**src/design/cst_can_map.vh**
```
// register offsets, field positions, reset values and limits of the can status block
`ifndef CST_CAN_MAP_VH
`define CST_CAN_MAP_VH

// ----------------------------------------------------------------------------
// register byte offsets
// ----------------------------------------------------------------------------
`define CST_OFF_FLAGS      8'h00
`define CST_OFF_ENABLES    8'h04
`define CST_OFF_ERRCNT     8'h08
`define CST_OFF_CFG_ONE    8'h0c
`define CST_OFF_CFG_TWO    8'h10

// ----------------------------------------------------------------------------
// flag and status bit positions
// ----------------------------------------------------------------------------
`define CST_B_TX_BUS_OFF   13
`define CST_B_TX_PASSIVE   12
`define CST_B_RX_PASSIVE   11
`define CST_B_TX_WARNING   10
`define CST_B_RX_WARNING   9
`define CST_B_ANY_WARNING  8
`define CST_B_INVALID      7
`define CST_B_WAKE         6
`define CST_B_ERROR        5
`define CST_B_FIFO_AF      3
`define CST_B_RX_OVF       2
`define CST_B_RX_BUF       1
`define CST_B_TX_BUF       0

// ----------------------------------------------------------------------------
// implemented bits and reset values
// ----------------------------------------------------------------------------
`define CST_IRQ_MASK       8'hef
`define CST_CFG_ONE_MASK   16'h00ff
`define CST_CFG_TWO_MASK   16'h47ff
`define CST_EN_RST         8'h00
`define CST_CFG_ONE_RST    16'h0000
`define CST_CFG_TWO_RST    16'h0000

// ----------------------------------------------------------------------------
// configuration field positions
// ----------------------------------------------------------------------------
`define CST_JW_MSB         7
`define CST_JW_LSB         6
`define CST_QP_MSB         5
`define CST_QP_LSB         0
`define CST_WAKE_SEL_B     14
`define CST_PH2_MSB        10
`define CST_PH2_LSB        8
`define CST_PH2_MODE_B     7
`define CST_TRIPLE_B       6
`define CST_PH1_MSB        5
`define CST_PH1_LSB        3
`define CST_PROP_MSB       2
`define CST_PROP_LSB       0

// ----------------------------------------------------------------------------
// error counter limits and steps, automatic phase two minimum and wake filter count
// ----------------------------------------------------------------------------
`define CST_WARN_LIMIT     8'h60
`define CST_PASSIVE_LIMIT  8'h80
`define CST_TX_ERR_STEP    8'h08
`define CST_IPT_TQ         4'h2
`define CST_WAKE_FILT_CNT  8'h10

`endif

```
**src/design/cst_glitch_filter.v**
```verilog
// glitch filter that passes a level only after it has been stable for a set count
`timescale 1ns/10ps
module cst_glitch_filter #(
    parameter       CW     = 8,
    parameter [7:0] STABLE = 8'h10
) (
    input  wire          clk,
    input  wire          rst_n,
    input  wire          ce,
    input  wire          bypass,
    input  wire          din,
    output reg           dout,
    output reg           fall_pulse
);

    reg [CW-1:0] cnt_q;
    reg          cand_q;
    reg          dnext;

    // ------------------------------------------------------------------------
    // stability counter
    // ------------------------------------------------------------------------
    always @* begin
        dnext = dout;
        if (bypass)
            dnext = din;
        else if (din == cand_q && cnt_q == STABLE[CW-1:0])
            dnext = cand_q;
    end

    always @(posedge clk or negedge rst_n) begin
        if (!rst_n) begin
            cnt_q      <= {CW{1'b0}};
            cand_q     <= 1'b1;
            dout       <= 1'b1;
            fall_pulse <= 1'b0;
        end else if (ce) begin
            cand_q <= din;
            if (din != cand_q)
                cnt_q <= {CW{1'b0}};
            else if (cnt_q != STABLE[CW-1:0])
                cnt_q <= cnt_q + {{(CW-1){1'b0}}, 1'b1};
            dout       <= dnext;
            // a dominant level after recessive counts as bus activity
            fall_pulse <= dout & ~dnext;
        end
    end

endmodule // cst_glitch_filter

```
**src/design/cst_can_status.v**
```verilog
// can status flags, interrupt gating, error counters and bit timing behind an apb slave
//
// The register addresses and the APB slave port are this design's own decisions.
`timescale 1ns/10ps
`include "cst_can_map.vh"

// Functional notes
// bit 13 reads one while transmitter bus-off
// bits 12..8 passive and warning from counters
// fifo almost-full flag bit 3 records request
// flags clear by writing zero, one ignored
// error flag sets on status bit rising
// enable bit 6 gates wake-up request
// enable 5 gates error, 3 fifo
// enable bit 2 gates receive overflow
// enable bit 1 gates receive buffer
// enable bit 0 gates transmit; 15..8 zero
// transmit error count in bits 15..8
// receive error count in bits 7..0
// jump width is field plus one quanta
// quantum is two times prescaler plus one
// phase two is field plus one quanta
// phase two mode selects field or maximum
// triple sampling selects three samples, else one
// phase one is field plus one quanta
// propagation field plus one; wake filter select
module cst_can_status #(
    parameter       FILT_W = 8,
    parameter [7:0] FILT_N = `CST_WAKE_FILT_CNT,
    parameter [3:0] IPT_TQ = `CST_IPT_TQ
) (
    input  wire        pclk,
    input  wire        presetn,
    input  wire        ce,
    input  wire        psel,
    input  wire        penable,
    input  wire        pwrite,
    input  wire [7:0]  paddr,
    input  wire [31:0] pwdata,
    output reg  [31:0] prdata,
    output reg         pready,
    output reg         pslverr,
    input  wire        tx_buf_evt,
    input  wire        rx_buf_evt,
    input  wire        rx_ovf_evt,
    input  wire        fifo_af_evt,
    input  wire        invalid_msg_evt,
    input  wire        tx_err_evt,
    input  wire        tx_ok_evt,
    input  wire        rx_err_evt,
    input  wire        rx_ok_evt,
    input  wire        rx_line,
    output reg         irq_req,
    output reg         tq_tick,
    output reg         sample_pulse,
    output reg         bit_start,
    output reg         rx_bit,
    output wire        wake_line
);

    // ------------------------------------------------------------------------
    // functions
    // ------------------------------------------------------------------------
    function [3:0] fn_len;
        input [2:0] code;
        begin
            fn_len = {1'b0, code} + 4'h1;
        end
    endfunction

    function fn_maj;
        input [2:0] s;
        begin
            fn_maj = (s[0] & s[1]) | (s[0] & s[2]) | (s[1] & s[2]);
        end
    endfunction

    function [3:0] fn_min;
        input [3:0] a;
        input [3:0] b;
        begin
            fn_min = (a < b) ? a : b;
        end
    endfunction

    // ------------------------------------------------------------------------
    // state
    // ------------------------------------------------------------------------
    localparam [3:0] ST_SYNC = 4'b0001;
    localparam [3:0] ST_PROP = 4'b0010;
    localparam [3:0] ST_PH1  = 4'b0100;
    localparam [3:0] ST_PH2  = 4'b1000;

    reg  [7:0]  flags_q;
    reg  [7:0]  flags_d;
    reg  [7:0]  en_q;
    reg  [7:0]  tec_q;
    reg  [7:0]  rec_q;
    reg         bus_off_q;
    reg  [5:0]  stat_prev_q;
    reg  [15:0] cfg1_q;
    reg  [15:0] cfg2_q;
    reg  [6:0]  pcnt_q;
    reg  [3:0]  st_q;
    reg  [3:0]  qcnt_q;
    reg  [3:0]  ext_q;
    reg  [3:0]  sht_q;
    reg         resync_done_q;
    reg         edge_pend_q;
    reg         line_prev_q;
    reg  [1:0]  samp_sr_q;
    reg  [31:0] rd_val;
    reg         rd_err;
    reg  [7:0]  set_v;
    reg  [7:0]  clr_v;

    wire [5:0]  stat_w;
    wire        wake_pulse;
    wire        setup_ph = psel & ~penable;
    wire        wr_acc   = psel & penable & pready & pwrite;
    wire        tq       = (pcnt_q == {cfg1_q[`CST_QP_MSB:`CST_QP_LSB], 1'b1});
    wire [3:0]  sjw1     = fn_len({1'b0, cfg1_q[`CST_JW_MSB:`CST_JW_LSB]});
    wire [3:0]  prop_len = fn_len(cfg2_q[`CST_PROP_MSB:`CST_PROP_LSB]);
    wire [3:0]  ph1_len  = fn_len(cfg2_q[`CST_PH1_MSB:`CST_PH1_LSB]);
    wire [3:0]  ph2_prog = fn_len(cfg2_q[`CST_PH2_MSB:`CST_PH2_LSB]);
    wire [3:0]  ph2_auto = (ph1_len > IPT_TQ) ? ph1_len : IPT_TQ;
    wire [3:0]  ph2_len  = cfg2_q[`CST_PH2_MODE_B] ? ph2_prog : ph2_auto;
    wire [3:0]  ph1_end  = ph1_len + ext_q;
    wire [3:0]  ph2_end  = ph2_len - sht_q;
    wire [3:0]  ph2_left = ph2_len - qcnt_q;
    wire        edge_now = line_prev_q & ~rx_line;

    // ------------------------------------------------------------------------
    // error state derived from the counters
    // ------------------------------------------------------------------------
    assign stat_w[5] = bus_off_q;
    assign stat_w[4] = tec_q >= `CST_PASSIVE_LIMIT;
    assign stat_w[3] = rec_q >= `CST_PASSIVE_LIMIT;
    assign stat_w[2] = tec_q >= `CST_WARN_LIMIT;
    assign stat_w[1] = rec_q >= `CST_WARN_LIMIT;
    assign stat_w[0] = stat_w[2] | stat_w[1];

    // ------------------------------------------------------------------------
    // wake-up line filter
    // ------------------------------------------------------------------------
    // the filter only delays the wake view; the timing logic uses the raw line
    cst_glitch_filter #(
        .CW     (FILT_W),
        .STABLE (FILT_N)
    ) u_wake_filt (
        .clk        (pclk),
        .rst_n      (presetn),
        .ce         (ce),
        .bypass     (~cfg2_q[`CST_WAKE_SEL_B]),
        .din        (rx_line),
        .dout       (wake_line),
        .fall_pulse (wake_pulse)
    );

    // ------------------------------------------------------------------------
    // interrupt flags
    // ------------------------------------------------------------------------
    always @* begin
        set_v                = 8'h00;
        set_v[`CST_B_TX_BUF] = tx_buf_evt;
        set_v[`CST_B_RX_BUF] = rx_buf_evt;
        set_v[`CST_B_RX_OVF] = rx_ovf_evt;
        set_v[`CST_B_FIFO_AF] = fifo_af_evt;
        set_v[`CST_B_ERROR]  = |(stat_w & ~stat_prev_q);
        set_v[`CST_B_WAKE]   = wake_pulse;
        set_v[`CST_B_INVALID] = invalid_msg_evt;
        clr_v = 8'h00;
        if (wr_acc && paddr == `CST_OFF_FLAGS)
            clr_v = ~pwdata[7:0] & `CST_IRQ_MASK;
        // a new event beats a clear in the same cycle
        flags_d = ((flags_q & ~clr_v) | set_v) & `CST_IRQ_MASK;
    end

    // ------------------------------------------------------------------------
    // register read mux
    // ------------------------------------------------------------------------
    always @* begin
        rd_val = 32'h0000_0000;
        rd_err = 1'b0;
        case (paddr)
            `CST_OFF_FLAGS:   rd_val = {18'h00000, stat_w, flags_q};
            `CST_OFF_ENABLES: rd_val = {24'h000000, en_q};
            `CST_OFF_ERRCNT:  rd_val = {16'h0000, tec_q, rec_q};
            `CST_OFF_CFG_ONE: rd_val = {16'h0000, cfg1_q};
            `CST_OFF_CFG_TWO: rd_val = {16'h0000, cfg2_q};
            default:          rd_err = 1'b1;
        endcase
    end

    // ------------------------------------------------------------------------
    // apb slave and registers
    // ------------------------------------------------------------------------
    // one wait-free access phase; read data is captured in the setup cycle
    always @(posedge pclk or negedge presetn) begin
        if (!presetn) begin
            prdata      <= 32'h0000_0000;
            pready      <= 1'b0;
            pslverr     <= 1'b0;
            flags_q     <= 8'h00;
            en_q        <= `CST_EN_RST;
            cfg1_q      <= `CST_CFG_ONE_RST;
            cfg2_q      <= `CST_CFG_TWO_RST;
            stat_prev_q <= 6'h00;
            irq_req     <= 1'b0;
        end else if (ce) begin
            pready  <= setup_ph;
            pslverr <= setup_ph & rd_err;
            if (setup_ph)
                prdata <= pwrite ? 32'h0000_0000 : rd_val;
            flags_q     <= flags_d;
            stat_prev_q <= stat_w;
            if (wr_acc) begin
                case (paddr)
                    `CST_OFF_ENABLES: en_q   <= pwdata[7:0] & `CST_IRQ_MASK;
                    `CST_OFF_CFG_ONE: cfg1_q <= pwdata[15:0] & `CST_CFG_ONE_MASK;
                    `CST_OFF_CFG_TWO: cfg2_q <= pwdata[15:0] & `CST_CFG_TWO_MASK;
                    default:          cfg1_q <= cfg1_q;
                endcase
            end
            // each source reaches the request only through its enable bit
            irq_req <= |(flags_q & en_q);
        end
    end

    // ------------------------------------------------------------------------
    // error counters
    // ------------------------------------------------------------------------
    always @(posedge pclk or negedge presetn) begin
        if (!presetn) begin
            tec_q     <= 8'h00;
            rec_q     <= 8'h00;
            bus_off_q <= 1'b0;
        end else if (ce) begin
            if (tx_err_evt) begin
                // overflow past the top of the counter means bus-off
                if (tec_q > 8'hff - `CST_TX_ERR_STEP) begin
                    tec_q     <= 8'hff;
                    bus_off_q <= 1'b1;
                end else begin
                    tec_q <= tec_q + `CST_TX_ERR_STEP;
                end
            end else if (tx_ok_evt && tec_q != 8'h00 && !bus_off_q) begin
                tec_q <= tec_q - 8'h01;
            end
            if (rx_err_evt && rec_q != 8'hff)
                rec_q <= rec_q + 8'h01;
            else if (rx_ok_evt && rec_q != 8'h00)
                rec_q <= rec_q - 8'h01;
        end
    end

    // ------------------------------------------------------------------------
    // quantum prescaler
    // ------------------------------------------------------------------------
    always @(posedge pclk or negedge presetn) begin
        if (!presetn) begin
            pcnt_q  <= 7'h00;
            tq_tick <= 1'b0;
        end else if (ce) begin
            pcnt_q  <= tq ? 7'h00 : pcnt_q + 7'h01;
            tq_tick <= tq;
        end
    end

    // ------------------------------------------------------------------------
    // bit segment sequencer with resynchronisation
    // ------------------------------------------------------------------------
    // only one resync per bit; hard sync on idle bus is left to the protocol engine
    always @(posedge pclk or negedge presetn) begin
        if (!presetn) begin
            st_q          <= ST_SYNC;
            qcnt_q        <= 4'h0;
            ext_q         <= 4'h0;
            sht_q         <= 4'h0;
            resync_done_q <= 1'b0;
            edge_pend_q   <= 1'b0;
            line_prev_q   <= 1'b1;
            samp_sr_q     <= 2'b11;
            sample_pulse  <= 1'b0;
            bit_start     <= 1'b0;
            rx_bit        <= 1'b1;
        end else if (ce) begin
            line_prev_q  <= rx_line;
            sample_pulse <= 1'b0;
            bit_start    <= 1'b0;
            if (edge_now)
                edge_pend_q <= 1'b1;
            if (tq) begin
                edge_pend_q <= 1'b0;
                samp_sr_q   <= {samp_sr_q[0], rx_line};
                case (st_q)
                    ST_SYNC: begin
                        st_q   <= ST_PROP;
                        qcnt_q <= 4'h0;
                    end
                    ST_PROP: begin
                        if (edge_pend_q && !resync_done_q) begin
                            ext_q         <= fn_min(qcnt_q + 4'h1, sjw1);
                            resync_done_q <= 1'b1;
                        end
                        if (qcnt_q + 4'h1 == prop_len) begin
                            st_q   <= ST_PH1;
                            qcnt_q <= 4'h0;
                        end else begin
                            qcnt_q <= qcnt_q + 4'h1;
                        end
                    end
                    ST_PH1: begin
                        if (edge_pend_q && !resync_done_q) begin
                            ext_q         <= fn_min(prop_len + qcnt_q + 4'h1, sjw1);
                            resync_done_q <= 1'b1;
                        end
                        if (qcnt_q + 4'h1 >= ph1_end) begin
                            st_q         <= ST_PH2;
                            qcnt_q       <= 4'h0;
                            sample_pulse <= 1'b1;
                            rx_bit       <= cfg2_q[`CST_TRIPLE_B] ? fn_maj({samp_sr_q, rx_line}) : rx_line;
                        end else begin
                            qcnt_q <= qcnt_q + 4'h1;
                        end
                    end
                    ST_PH2: begin
                        if (edge_pend_q && !resync_done_q && ph2_left <= sjw1) begin
                            // the edge quantum becomes the sync segment of the next bit
                            st_q          <= ST_PROP;
                            qcnt_q        <= 4'h0;
                            ext_q         <= 4'h0;
                            sht_q         <= 4'h0;
                            resync_done_q <= 1'b0;
                            bit_start     <= 1'b1;
                        end else if (edge_pend_q && !resync_done_q) begin
                            sht_q         <= sjw1;
                            resync_done_q <= 1'b1;
                            qcnt_q        <= qcnt_q + 4'h1;
                        end else if (qcnt_q + 4'h1 >= ph2_end) begin
                            st_q          <= ST_SYNC;
                            qcnt_q        <= 4'h0;
                            ext_q         <= 4'h0;
                            sht_q         <= 4'h0;
                            resync_done_q <= 1'b0;
                            bit_start     <= 1'b1;
                        end else begin
                            qcnt_q <= qcnt_q + 4'h1;
                        end
                    end
                    default: begin
                        st_q   <= ST_SYNC;
                        qcnt_q <= 4'h0;
                    end
                endcase
            end
        end
    end

endmodule // cst_can_status

```
**config.mk**
```make
export PLATFORM = sky130hd
export DESIGN_NAME = cst_can_status
export DESIGN_NICKNAME = d
export VERILOG_FILES = /design/src/design/cst_glitch_filter.v /design/src/design/cst_can_status.v
export VERILOG_INCLUDE_DIRS = /design/src /design/src/design
export SDC_FILE = /design/constraint.sdc
export NUM_CORES = 1
export LEC_CHECK = 0
export BUFFER_PORTS_ARGS = -buffer_cell sky130_fd_sc_hd__buf_2
export CAP_MARGIN = 20
export CORE_ASPECT_RATIO = 1.5
export CORE_UTILIZATION = 55
export DETAILED_ROUTE_END_ITERATION = 8
export GPL_ROUTABILITY_DRIVEN = 1
export PLACE_DENSITY = 0.77
export SLEW_MARGIN = 25
export SYNTH_ARGS = -nofsm -noshare
export SYNTH_HDL_FRONTEND = slang
export SYNTH_SLANG_ARGS = --single-unit
```
**constraint.sdc**
```tcl
create_clock -name pclk -period 4 [get_ports pclk]
set_input_delay 0.4 -clock pclk [delete_from_list [all_inputs] [get_ports pclk]]
set_output_delay 0.4 -clock pclk [all_outputs]
set_load 0.02 [all_outputs]
```
==> results.txt <==
Fin Hold WS - 66.4 ps
Synth area leader - dfrtp_1
Pwr/cell area - 607 nW/um^2
Global-route usage over all layers - 27.7%
Clk sinks - 117
Largest net degree at the start of global routing - 62
Share of layout cells above drive strength 1 - 19.1%
Crit Path Max Fanout - 7
Via Count - 5974
Width of the die - 95.7 um
I/O Buffers - 59
Setup Skew - 17.0 ps
P_sw - 1770 uW
N_diodes - 0
Setup TNS Final - 0 ps
RSZ-0062 raised after global routing - false
Crit start category - register
Vias/cell - 6.08
Most frequent cell after synthesis - dfrtp_1
Routability congestion estimate - 0.929
DPL Wire Length - 13.5 mm
Int Power - 3220 uW
Initial antenna violation count - 0
# rows - 51
Synthesized flop and latch total - 117
Worst setup EP type - register
Area growth, synth to finish - 13.5%
DRT Pass-1 Iters - 5
Mapped Cells - 757
Post-synth ARST share - 100%
Synth warn - 0
Io pins - 96
Part of the power in combinational logic - 32.8%
Seq pwr share - 34.2%
Register area - 2940 um^2
DR iter-0 viols - 378
Drt wl/cell - 18.2 um
Synthesized area per cell - 9.56 um^2
Die area - 13600 um^2
FILL cells - 1056
Hold WC Path Type - in -> async
Synth top area share - 38.4%
Worst path arrival time - 4080 ps
CP required - 4290 ps
Nets - 919
Final setup fails - 0
Cell area after synthesis - 7240 um^2
Max-cap violation count - 0
Fin crit period - 3800 ps
Final setup margin - 204 ps
Peak supply drop - 491 uV
DRT antenna net count - 0
Core ar. - 12900 um^2
Clk Latency, worst-skew pair - 420 ps
DR DRC count - 0
Max clock buf depth - 2
Vias in the first global route - 6004
TritonCTS Buffers - 17
Final Max Tran Viols - 0
Max Freq - 263 MHz
CTS tree - built
Lkg Pwr - 0.00388 uW
Clock transition at path regs - 60 ps
Status - complete, no violations
First-pass GRT wire length - 28.7 mm
Final Hold Violating Endpoints - 0
Root buffer cell - clkbuf_16
Power share of the clock group - 32.9%
Worst-Margin Slew - 813 ps
Final period util - 94.9%
H-tree levels - 4
Tot Pwr - 4980 uW
R2R Setup Slk - 200 ps
Synth top area cells - dfrtp_1 38%, ha_1 8.1%, mux2_2 6.1%
Main synth FF type - dfrtp_1
Initial Utilization - 56.1%
Most common library cells after synthesis - 111 x dfrtp_1, 83 x nand2_1, 61 x o21ai_0
Post-place setup slack - 160 ps
Switch share - 35.5%
Setup Buffers After CTS - 0
Crit path kind - reg -> reg
Die height - 142 um
Drt total wl - 17.8 mm
Yosys cell types - 76
Sequential element share of the synthesized area - 40.6%
Multi-input gate area - 3940 um^2
Post-synth EDFFs - 0
Slew HR - 45.7%
Total grt overflow - 0
repair_timing:
action,CTS,global route
hold buffers,0,0
resized for setup,0,4
setup endpoints to repair,0,13
path summary, 6_finish.rpt:
path                               from          endpoint  cells past startpoint
min in group pclk            rx_buf_evt        flags_q[1]                      3
max in group asynchronous       presetn  u_wake_filt.dout                      2
max                           cfg2_q[3]          ext_q[2]                     17
min reg2reg                samp_sr_q[1]      samp_sr_q[1]                      2
min                             presetn         bit_start                      1
max reg2reg                   cfg2_q[3]          ext_q[2]                     17
logic make-up after synthesis:
| group | Yosys count | synth area share (%) |
|---|---|---|
| AO/OA/AOI/OAI | 188 | 16.6 |
| flip-flops | 117 | 40.6 |
| XOR/XNOR | 39 | 4.91 |
| multiplexers | 51 | 7.73 |
| other | 1 | 0.0518 |
| buffers and inverters | 89 | 5.86 |
| AND/OR/NAND/NOR | 220 | 14.8 |
| adder cells (fa/ha/maj) | 52 | 9.51 |
state kept, by name, summed over array words and instances, names as in the netlist, 6 cells and up:
name and flops:
cfg1_q 8, cfg2_q 12, en_q 7, flags_q 7, pcnt_q 7, prdata 16, rec_q 8, stat_prev_q 6
tec_q 8, u_wake_filt.cnt_q 8
cell type report:
cell class | instances | share of cell area, %
Multi-Input combinational cell | 566 | 47.9
Sequential cell | 117 | 35.7
Clock buffer | 22 | 5.77
Timing Repair Buffer | 64 | 4.08
Tap cell | 159 | 2.42
Inverter | 45 | 2.06
Clock inverter | 10 | 2.04
power groups by stage:
stage	Clock (uW)	Combinational (uW)	Sequential [uW]
final	1640	1640	1710
after global routing	1710	1820	1740
after CTS	1660	1620	1700
after detailed placement	0	1610	1720
after global placement	0	1520	1700
after floorplan	0	1320	1590
critical path, cell delays in order (launching register included):
cell      delay (ps)
dfrtp_1          460
ha_1             270
o211ai_1          90
o21a_1           170
nor2_1            60
nor2_1           120
o21ai_1          100
ha_1             230
fa_1             490
inv_1             40
ha_1             280
nand3_1           90
o21ai_0          100
o21a_1           200
a31oi_2          270
and2_1           180
nand2b_2         170
mux2_2           350
cells in the final DEF, fill, tap and decap left out, drive strengths merged, types with 19 or more instances in the layout:
cell type / Yosys / layout
dfrtp: 111 / 111
nand2: 83 / 83
buf: 20 / 64
o21ai: 61 / 61
ha: 47 / 47
inv: 45 / 47
a21oi: 45 / 45
nor2: 45 / 45
mux2: 39 / 39
clkbuf: 24 / 22
xor2: 19 / 19
xnor2: 19 / 19
nand3: 19 / 19
metal layers:
layer | part of all wire, % | up-vias | routed length [um] | track usage [%]
li1 | - | 2782 | - | -
met1 | 37 | 2958 | 6650 | 29.8
met2 | 55 | 176 | 9820 | 50.4
met3 | 3.1 | 58 | 555 | 4.65
met4 | 4.6 | 0 | 822 | 15.1
met5 | 0 | - | 0 | 0
stage by stage:
| stage | utilization (%) | std cells | instance area [um^2] |
|---|---|---|---|
| after floorplan | - | 772 | 7290 |
| after global placement | 58.7 | 951 | 7570 |
| after detailed placement | 58.7 | 951 | 7570 |
| after CTS | 63.7 | 983 | 8210 |
| after global routing | 63.7 | 983 | 8220 |
| final | 63.7 | 983 | 8220 |
Power figures use the tool's default switching activity.
